===== config.mk =====
export PLATFORM = sky130hd
export DESIGN_NAME = ocs_clock_switch
export DESIGN_NICKNAME = d
export VERILOG_FILES = /design/src/rtl/ocs_pkg.sv /design/src/rtl/ocs_clock_switch.sv
export VERILOG_INCLUDE_DIRS = /design/src /design/src/rtl
export SDC_FILE = /design/constraint.sdc
export NUM_CORES = 1
export LEC_CHECK = 0
export ABC_AREA = 0
export BUFFER_PORTS_ARGS = -buffer_cell sky130_fd_sc_hd__buf_2
export CAP_MARGIN = 40
export CORE_MARGIN = 3
export CORE_UTILIZATION = 51
export CTS_CLUSTER_DIAMETER = 100
export DETAILED_ROUTE_END_ITERATION = 16
export MAX_ROUTING_LAYER = met4
export PLACE_DENSITY = 0.87
export REMOVE_ABC_BUFFERS = 1
export SYNTH_ARGS = -nofsm -noshare
export SYNTH_HDL_FRONTEND = slang
export SYNTH_SLANG_ARGS = --single-unit

===== constraint.sdc =====
create_clock -name clk_i -period 2.3 [get_ports clk_i]
set_input_delay 0.46 -clock clk_i [delete_from_list [all_inputs] [get_ports clk_i]]
set_output_delay 0.46 -clock clk_i [all_outputs]
set_load 0.1 [all_outputs]

===== src/rtl/ocs_defines.svh =====
// register offsets, field positions, reset values and counts of the clock switch
`ifndef OCS_DEFINES_SVH
`define OCS_DEFINES_SVH

// ============================================================
// register offsets
`define OCS_ADDR_CTRL      8'h00
`define OCS_ADDR_TRIM      8'h01
`define OCS_ADDR_PIN2      8'h02

// ============================================================
// field positions in the control register
`define OCS_OPT_LSB        6
`define OCS_FREQ_LSB       4
`define OCS_RANGE_LSB      2
`define OCS_EXT_ON_BIT     1
`define OCS_ENGAGED_BIT    0
// field position in the pin two register
`define OCS_PIN2_EN_BIT    0

// ============================================================
// reset values
`define OCS_OPT_RST        2'h0
`define OCS_FREQ_RST       2'h2
`define OCS_RANGE_RST      2'h0
`define OCS_TRIM_RST       8'h80

// ============================================================
// timing counts
`define OCS_EDGES_NEEDED   2'h2

`endif


===== src/rtl/ocs_pkg.sv =====
// types of the oscillator clock switch
package ocs_pkg;

    // ============================================================
    // source option field
    typedef enum logic [1:0] {
        OPT_INTERNAL  = 2'h0,
        OPT_EXT_CLOCK = 2'h1,
        OPT_RC        = 2'h2,
        OPT_CRYSTAL   = 2'h3
    } ocs_opt_e;

    // internal frequency field
    typedef enum logic [1:0] {
        FREQ_4M0      = 2'h0,
        FREQ_8M0      = 2'h1,
        FREQ_12M8     = 2'h2,
        FREQ_RESERVED = 2'h3
    } ocs_freq_e;

    // ============================================================
    // handover states, gray along int-check-gate-ext-return
    typedef enum logic [2:0] {
        ST_INT      = 3'h0,
        ST_CHECK    = 3'h1,
        ST_GATE_EXT = 3'h3,
        ST_EXT      = 3'h2,
        ST_RETURN   = 3'h6
    } ocs_state_e;

    // ============================================================
    // software control fields
    typedef struct packed {
        ocs_opt_e   source_option_field;
        ocs_freq_e  internal_freq_field;
        logic [1:0] crystal_range_field;
        logic       external_clock_on;
    } ocs_ctrl_s;

endpackage : ocs_pkg


===== src/rtl/ocs_clock_switch.sv =====
// oscillator source selection, gated handover that holds the output low until the new source is low, and times-four/times-two clocks
//
// Local design decisions: the plain strobed port and the address map.
`timescale 1ns/1ps
`include "ocs_defines.svh"
`default_nettype none

module ocs_clock_switch #(
    parameter logic [7:0] TRIM_RESET = `OCS_TRIM_RST
) (
    // clock and reset
    input  wire logic       clk_i,
    input  wire logic       rst_n_i,
    // register port
    input  wire logic [7:0] reg_addr_i,
    input  wire logic [7:0] reg_wdata_i,
    input  wire logic       reg_write_i,
    input  wire logic       reg_read_i,
    output var  logic [7:0] reg_rdata_o,
    // system integration unit
    input  wire logic       integration_osc_enable_i,
    input  wire logic       osc_run_in_stop_cfg_i,
    // raw source clocks
    input  wire logic       internal_osc_clock_i,
    input  wire logic       crystal_clock_i,
    input  wire logic       resistor_cap_clock_i,
    input  wire logic       osc_pin_one_i,
    // oscillator controls
    output var  logic       internal_osc_enable_o,
    output var  logic       crystal_osc_enable_o,
    output var  logic       rc_osc_enable_o,
    output var  logic [1:0] internal_freq_field_o,
    output var  logic [7:0] internal_trim_value_o,
    output var  logic [1:0] crystal_range_field_o,
    // pins
    output var  logic       pin1_clock_input_en_o,
    output var  logic       pin2_crystal_mode_o,
    output var  logic       osc_pin_two_o,
    output var  logic       osc_pin_two_oe_o,
    // clocks and status
    output var  logic       bus_clock_times_four_o,
    output var  logic       bus_clock_times_two_o,
    output var  logic       external_clock_engaged_o
);

    // ============================================================
    // source synchronisers
    // index 0 internal, 1 crystal, 2 rc, 3 pin one
    localparam int SRC_INT  = 0;
    localparam int SRC_XTAL = 1;
    localparam int SRC_RC   = 2;
    localparam int SRC_PIN1 = 3;

    logic [3:0] src_raw;
    logic [3:0] sync1_reg;
    logic [3:0] sync2_reg;
    logic [3:0] sync3_reg;

    assign src_raw = {osc_pin_one_i, resistor_cap_clock_i, crystal_clock_i, internal_osc_clock_i};

    // sampled clocks: sources must stay well below half of clk_i to be seen
    always_ff @(posedge clk_i or negedge rst_n_i)
    begin
        if (!rst_n_i)
        begin
            sync1_reg <= 4'h0;
            sync2_reg <= 4'h0;
            sync3_reg <= 4'h0;
        end
        else
        begin
            sync1_reg <= src_raw;
            sync2_reg <= sync1_reg;
            sync3_reg <= sync2_reg;
        end
    end

    // ============================================================
    // register file
    ocs_pkg::ocs_ctrl_s ctrl_reg;
    ocs_pkg::ocs_ctrl_s ctrl_next;
    logic [7:0]         trim_reg;
    logic [7:0]         trim_next;
    logic               pin2_en_reg;
    logic               pin2_en_next;
    logic [7:0]         rdata_reg;
    logic [7:0]         rdata_next;
    logic               engaged_reg;

    always_comb
    begin
        ctrl_next    = ctrl_reg;
        trim_next    = trim_reg;
        pin2_en_next = pin2_en_reg;
        rdata_next   = 8'h00;
        if (reg_write_i && reg_addr_i == `OCS_ADDR_CTRL)
        begin
            ctrl_next.source_option_field =
                ocs_pkg::ocs_opt_e'(reg_wdata_i[`OCS_OPT_LSB +: 2]);
            ctrl_next.crystal_range_field = reg_wdata_i[`OCS_RANGE_LSB +: 2];
            ctrl_next.external_clock_on   = reg_wdata_i[`OCS_EXT_ON_BIT];
            // the reserved encoding is refused so the oscillator never sees it
            if (reg_wdata_i[`OCS_FREQ_LSB +: 2] != ocs_pkg::FREQ_RESERVED)
            begin
                ctrl_next.internal_freq_field =
                    ocs_pkg::ocs_freq_e'(reg_wdata_i[`OCS_FREQ_LSB +: 2]);
            end
        end
        // only software writes change the trim; reset loads the fixed TRIM_RESET
        if (reg_write_i && reg_addr_i == `OCS_ADDR_TRIM)
        begin
            trim_next = reg_wdata_i;
        end
        if (reg_write_i && reg_addr_i == `OCS_ADDR_PIN2)
        begin
            pin2_en_next = reg_wdata_i[`OCS_PIN2_EN_BIT];
        end
        if (ctrl_next.source_option_field == ocs_pkg::OPT_EXT_CLOCK)
        begin
            pin2_en_next = 1'b0;
        end
        if (reg_read_i)
        begin
            case (reg_addr_i)
                `OCS_ADDR_CTRL: rdata_next = {ctrl_reg, engaged_reg};
                `OCS_ADDR_TRIM: rdata_next = trim_reg;
                `OCS_ADDR_PIN2: rdata_next = {7'h00, pin2_en_reg};
                default:        rdata_next = 8'h00;
            endcase
        end
    end

    always_ff @(posedge clk_i or negedge rst_n_i)
    begin
        if (!rst_n_i)
        begin
            ctrl_reg    <= '{ocs_pkg::ocs_opt_e'(`OCS_OPT_RST),
                             ocs_pkg::ocs_freq_e'(`OCS_FREQ_RST),
                             `OCS_RANGE_RST, 1'b0};
            trim_reg    <= TRIM_RESET;
            pin2_en_reg <= 1'b0;
            rdata_reg   <= 8'h00;
        end
        else
        begin
            ctrl_reg    <= ctrl_next;
            trim_reg    <= trim_next;
            pin2_en_reg <= pin2_en_next;
            rdata_reg   <= rdata_next;
        end
    end

    // ============================================================
    // handover state machine
    ocs_pkg::ocs_state_e state_reg;
    ocs_pkg::ocs_state_e state_next;
    logic [1:0]          edge_cnt_reg;
    logic [1:0]          edge_cnt_next;
    logic                engaged_next;
    logic                ext_lvl;
    logic                ext_rise;
    logic                int_lvl;
    logic                int_rise;
    logic                abort;
    logic                sel_lvl;

    always_comb
    begin
        case (ctrl_reg.source_option_field)
            ocs_pkg::OPT_EXT_CLOCK: ext_lvl = sync2_reg[SRC_PIN1];
            ocs_pkg::OPT_RC:        ext_lvl = sync2_reg[SRC_RC];
            ocs_pkg::OPT_CRYSTAL:   ext_lvl = sync2_reg[SRC_XTAL];
            default:                ext_lvl = 1'b0;
        endcase
        case (ctrl_reg.source_option_field)
            ocs_pkg::OPT_EXT_CLOCK: ext_rise = sync2_reg[SRC_PIN1] & ~sync3_reg[SRC_PIN1];
            ocs_pkg::OPT_RC:        ext_rise = sync2_reg[SRC_RC] & ~sync3_reg[SRC_RC];
            ocs_pkg::OPT_CRYSTAL:   ext_rise = sync2_reg[SRC_XTAL] & ~sync3_reg[SRC_XTAL];
            default:                ext_rise = 1'b0;
        endcase
        int_lvl  = sync2_reg[SRC_INT];
        int_rise = sync2_reg[SRC_INT] & ~sync3_reg[SRC_INT];
        abort    = ctrl_reg.source_option_field == ocs_pkg::OPT_INTERNAL
                   || !ctrl_reg.external_clock_on;
        state_next    = state_reg;
        edge_cnt_next = edge_cnt_reg;
        engaged_next  = engaged_reg;
        sel_lvl       = 1'b0;
        case (state_reg)
            ocs_pkg::ST_INT:
            begin
                sel_lvl       = int_lvl;
                edge_cnt_next = 2'h0;
                if (!abort)
                begin
                    state_next = ocs_pkg::ST_CHECK;
                end
            end
            ocs_pkg::ST_CHECK:
            begin
                sel_lvl = int_lvl;
                if (abort)
                begin
                    state_next = ocs_pkg::ST_INT;
                end
                else if (edge_cnt_reg == `OCS_EDGES_NEEDED)
                begin
                    state_next = ocs_pkg::ST_GATE_EXT;
                end
                else if (ext_rise)
                begin
                    edge_cnt_next = edge_cnt_reg + 2'h1;
                end
            end
            ocs_pkg::ST_GATE_EXT:
            begin
                // output held low until the new source is low too
                sel_lvl = 1'b0;
                if (!ext_lvl)
                begin
                    state_next   = ocs_pkg::ST_EXT;
                    engaged_next = 1'b1;
                end
            end
            ocs_pkg::ST_EXT:
            begin
                sel_lvl = ext_lvl;
                if (ctrl_reg.source_option_field == ocs_pkg::OPT_INTERNAL
                    && !ctrl_reg.external_clock_on && !ext_lvl)
                begin
                    state_next    = ocs_pkg::ST_RETURN;
                    edge_cnt_next = 2'h0;
                end
            end
            ocs_pkg::ST_RETURN:
            begin
                // internal restarts; prove it runs before leaning on it
                sel_lvl = 1'b0;
                if (edge_cnt_reg != `OCS_EDGES_NEEDED)
                begin
                    if (int_rise)
                    begin
                        edge_cnt_next = edge_cnt_reg + 2'h1;
                    end
                end
                else if (!int_lvl)
                begin
                    state_next   = ocs_pkg::ST_INT;
                    engaged_next = 1'b0;
                end
            end
            default:
            begin
                state_next = ocs_pkg::ST_INT;
            end
        endcase
    end

    always_ff @(posedge clk_i or negedge rst_n_i)
    begin
        if (!rst_n_i)
        begin
            state_reg    <= ocs_pkg::ST_INT;
            edge_cnt_reg <= 2'h0;
            engaged_reg  <= 1'b0;
        end
        else
        begin
            state_reg    <= state_next;
            edge_cnt_reg <= edge_cnt_next;
            engaged_reg  <= engaged_next;
        end
    end

    // ============================================================
    // clocks, oscillator enables and pins
    logic run_ok;
    logic bus4_reg;
    logic bus4_next;
    logic bus2_reg;
    logic bus2_next;
    logic int_en_reg;
    logic int_en_next;
    logic xtal_en_reg;
    logic xtal_en_next;
    logic rc_en_reg;
    logic rc_en_next;
    logic pin1_en_reg;
    logic pin1_en_next;
    logic pin2_oe_reg;
    logic pin2_oe_next;
    logic pin2_out_reg;
    logic pin2_out_next;
    logic xtal_mode_reg;
    logic xtal_mode_next;

    always_comb
    begin
        run_ok = integration_osc_enable_i | osc_run_in_stop_cfg_i;
        bus4_next = sel_lvl;
        // times-two toggles on each times-four rise, bus clock is a further halving
        bus2_next = (bus4_next && !bus4_reg) ? !bus2_reg : bus2_reg;
        // internal stops only the cycle after engaged is shown
        int_en_next  = run_ok && !(state_reg == ocs_pkg::ST_EXT && engaged_reg);
        xtal_en_next = run_ok && ctrl_reg.source_option_field == ocs_pkg::OPT_CRYSTAL;
        rc_en_next   = run_ok && ctrl_reg.source_option_field == ocs_pkg::OPT_RC;
        pin1_en_next = ctrl_reg.source_option_field != ocs_pkg::OPT_INTERNAL;
        xtal_mode_next = ctrl_reg.source_option_field == ocs_pkg::OPT_CRYSTAL;
        pin2_oe_next = pin2_en_reg
                       && (ctrl_reg.source_option_field == ocs_pkg::OPT_INTERNAL
                           || ctrl_reg.source_option_field == ocs_pkg::OPT_RC);
        pin2_out_next = pin2_oe_next && bus4_next;
    end

    always_ff @(posedge clk_i or negedge rst_n_i)
    begin
        if (!rst_n_i)
        begin
            bus4_reg      <= 1'b0;
            bus2_reg      <= 1'b0;
            int_en_reg    <= 1'b1;
            xtal_en_reg   <= 1'b0;
            rc_en_reg     <= 1'b0;
            pin1_en_reg   <= 1'b0;
            pin2_oe_reg   <= 1'b0;
            pin2_out_reg  <= 1'b0;
            xtal_mode_reg <= 1'b0;
        end
        else
        begin
            bus4_reg      <= bus4_next;
            bus2_reg      <= bus2_next;
            int_en_reg    <= int_en_next;
            xtal_en_reg   <= xtal_en_next;
            rc_en_reg     <= rc_en_next;
            pin1_en_reg   <= pin1_en_next;
            pin2_oe_reg   <= pin2_oe_next;
            pin2_out_reg  <= pin2_out_next;
            xtal_mode_reg <= xtal_mode_next;
        end
    end

    assign reg_rdata_o              = rdata_reg;
    assign internal_osc_enable_o    = int_en_reg;
    assign crystal_osc_enable_o     = xtal_en_reg;
    assign rc_osc_enable_o          = rc_en_reg;
    assign internal_freq_field_o    = ctrl_reg.internal_freq_field;
    assign internal_trim_value_o    = trim_reg;
    assign crystal_range_field_o    = ctrl_reg.crystal_range_field;
    assign pin1_clock_input_en_o    = pin1_en_reg;
    assign pin2_crystal_mode_o      = xtal_mode_reg;
    assign osc_pin_two_o            = pin2_out_reg;
    assign osc_pin_two_oe_o         = pin2_oe_reg;
    assign bus_clock_times_four_o   = bus4_reg;
    assign bus_clock_times_two_o    = bus2_reg;
    assign external_clock_engaged_o = engaged_reg;
endmodule : ocs_clock_switch

`default_nettype wire


==> flow_summary_export.csv <==
group,metric,value,unit
sta,hold_viol,0,
power,p_leak,1.28,nW
detailed_routing,viasPerCell,5.19,
placed_design,dpl.hpwl,2680,um
cts,cts.sinks,51,
synth,ys_ff_latch,51,
layout,fillers,297,
floorplanning,fp.dieW,69.9,um
critical_path,reg2reg_to,"edge_cnt_reg[1]$_DFFE_PN0P_",
sta,final_max_slew_viol_count,0,
sta,worst_slack,471,ps
floorplanning,die_h,69.9,um
floorplanning,rows,22,
detailed_routing,drt-wirelength-per-cell,13.6,um
critical_path,rrSetupSlack,470,ps
power,p_sw_share,31.0,%
synth,synth.avg_cell_area,12.4,sq um
layout,fin_nets,247,
cts,cts.path.max_buffers,2,
run,cap_violations,0,
power,ir_drop,0.349,mV
sta,clock_skew,7.82,ps
critical_path,worst-path-max-fanout,10,
power,share_comb_of_total_power,17.3,%
detailed_routing,drt_iter0_drc,74,
global_route,grt_pass1_wl,6130,um
critical_path,path_class,"reg2reg",
critical_path,start_kind,"register",
cts,postCtsSetupBuffers,0,
synth,synth_area,2080,sq um
layout,n_antenna_cell,0,
power,seq_power_share,54.8,%
status,status,"complete, no violations",
detailed_routing,ant_nets,0,
placed_design,place_congestion,0.782,
detailed_routing,drc,0,
synth,yosysSeqAreaShare,61.4,%
cts,insertion_delay,300,ps
sta,timing.final.crit_share,79.5,%
critical_path,reg2reg_depth,5,
placed_design,post-place-ws,146,ps
cts,ctsRootBufferMaster,"clkbuf_8",
cts,clk_pin_slew,90,ps
detailed_routing,finalWirelength,3650,um
cts,cts_resized,0,
placed_design,place.port_buffers,55,
sta,setup_violations,0,
global_route,grt_max_degree,52,
power,power_density,719,nW/um^2
floorplanning,initial_core_util,54.9,%
synth,yosys_warnings,0,
layout,area_growth,17.1,%
cts,cts_tree,"built",
sta,setup_tns,0,ps
power,clkPwrFrac,27.9,%
synth,synth_cells,168,
floorplanning,die_area,4890,sq um
sta,tightest_slew,616,ps
sta,rsz0062_at_grt,"false",
synth,ys_types,38,
sta,min_period,1830,ps
global_route,grt_pass1_vias,1342,
critical_path,r2r-start,"ctrl_reg[5]$_DFF_PN0_",
cts,numCtsBuffers,5,
layout,drive_gt1_share,38.9,%
sta,slew_headroom,59.0,%
min_path,holdCritPathClass,"in2async",
global_route,antenna_found_initial,0,
power,p_switching,0.000543,W
critical_path,end_kind,"register",
global_route,overflow,0,
critical_path,cp.arrival,2020,ps
floorplanning,io_pins,56,
detailed_routing,vias,1396,
critical_path,worst-endpoint-required,2490,ps
floorplanning,core-area,3800,sq um
global_route,grt_util_all_layers,16.2,%
sta,max_freq,547,MHz
power,p_int,0.00121,W
detailed_routing,dr.pass1.iters,4,
cts,htree_num_levels,2,
cts,hold_buffers,0,
-- per-stage QoR --
stage                     std cells  util [%]  hold WS (ps)  instance area [sq um]  total power (W)
final                           269      64.3           242                   2440          0.00175
after global routing            269      64.3           247                   2440          0.00182
after CTS                       269      64.3           245                   2440          0.00178
after detailed placement        261      62.0           336                   2360          0.00129
after global placement          261      62.0           332                   2360          0.00128
after floorplan                 156         -           164                   2010          0.00120
-- layout make-up --
| cell class | instances | area [sq um] | area share (%) |
|---|---|---|---|
| sequential | 51 | 1280 | 52.4 |
| multi-input combinational | 98 | 699 | 28.7 |
| timing repair buffer | 57 | 290 | 11.9 |
| clock buffer | 6 | 72.6 | 2.97 |
| tap | 48 | 60.1 | 2.46 |
| inverter | 7 | 26.3 | 1.08 |
| clock inverter | 2 | 12.5 | 0.513 |
-- worst max-delay path: stages (launching register included) --
cell	delay (ps)
dfrtp_1	510
nand2_1	150
o311ai_0	380
nor3_1	130
a211o_1	270
mux2_2	280
-- power groups by stage --
| stage | logic (W) | clock network, W | registers [W] |
|---|---|---|---|
| floorplan | 0.0000429 | 0 | 0.00116 |
| global placement | 0.000302 | 0 | 0.000978 |
| detailed placement | 0.000306 | 0 | 0.000980 |
| CTS | 0.000307 | 0.000506 | 0.000962 |
| global route | 0.000319 | 0.000535 | 0.000969 |
| finish | 0.000304 | 0.000489 | 0.000961 |
-- layer usage --
layer	up-vias	share of wire, %	track usage [%]
met4	0	0.99	5.11
met5	-	0	-
met2	45	49	24.6
met3	4	7.0	6.04
met1	676	43	20.4
li1	671	-	-
-- placed cells by master (no fill, tap or decap), drive strengths merged, types with 2 or more instances in the layout --
cell type,count
buf,57
dfrtp,48
nor2,20
mux2,15
mux2i,10
nand2,8
inv,7
nor3,7
o21ai,6
clkbuf,6
nor2b,4
a31oi,3
dfstp,3
nand3b,2
and3,2
o22a,2
a21oi,2
o31ai,2
-- synthesized netlist by cell type --
cell | n | share of area, %
a211o_1 | 1 | 0.42
a21boi_0 | 1 | 0.36
a21oi_1 | 2 | 0.48
a311oi_1 | 1 | 0.42
a31oi_1 | 3 | 0.90
and2_1 | 1 | 0.30
and3_1 | 2 | 0.60
buf_2 | 3 | 0.72
buf_4 | 4 | 1.4
buf_6 | 2 | 1.1
clkbuf_1 | 3 | 0.54
dfrtp_1 | 48 | 58
dfstp_2 | 3 | 3.8
ha_1 | 1 | 0.60
inv_1 | 7 | 1.3
mux2_1 | 1 | 0.54
mux2_2 | 14 | 7.6
mux2i_1 | 10 | 4.8
nand2_1 | 7 | 1.3
nand2_2 | 1 | 0.30
nand2b_1 | 1 | 0.30
nand3_1 | 1 | 0.24
nand3b_1 | 2 | 0.72
nor2_1 | 20 | 3.6
nor2b_1 | 4 | 1.2
nor3_1 | 7 | 1.7
nor3b_1 | 1 | 0.36
nor4_4 | 1 | 1.0
nor4b_1 | 1 | 0.42
o21ai_0 | 6 | 1.4
o22a_1 | 2 | 0.84
o311ai_0 | 1 | 0.42
o31ai_1 | 1 | 0.36
o31ai_2 | 1 | 0.60
o32ai_1 | 1 | 0.42
or2_4 | 1 | 0.42
or4_4 | 1 | 0.54
xor2_1 | 1 | 0.42
-- cells by family after synthesis --
logic type	share of synthesized area [%]
DFF	61.4
and+or+nand+nor	13.0
AOI/OAI and AO/OA	6.66
buffers and inverters	5.04
xor gates and xnor gates	0.420
adders and majority gates	0.600
muxes	12.9
-- how the worst max path moves through the flow --
| stage | startpoint | endpoint | slack, ps | cells past startpoint |
|---|---|---|---|---|
| final | ctrl_reg[5]$_DFF_PN0_ | edge_cnt_reg[1]$_DFFE_PN0P_ | 470 | 5 |
| after global routing | ctrl_reg[5]$_DFF_PN0_ | edge_cnt_reg[1]$_DFFE_PN0P_ | 280 | 5 |
| after CTS | ctrl_reg[5]$_DFF_PN0_ | edge_cnt_reg[1]$_DFFE_PN0P_ | 460 | 5 |
| after detailed placement | reg_addr_i[5] | internal_trim_value_o[5]$_DFFE_PN0P_ | 150 | 6 |
| after global placement | reg_addr_i[5] | internal_trim_value_o[3]$_DFFE_PN0P_ | 190 | 6 |
| after floorplan | reg_addr_i[5] | internal_trim_value_o[0]$_DFFE_PN0P_ | 280 | 4 |
No activity file was read; power rests on OpenSTA's default activity.
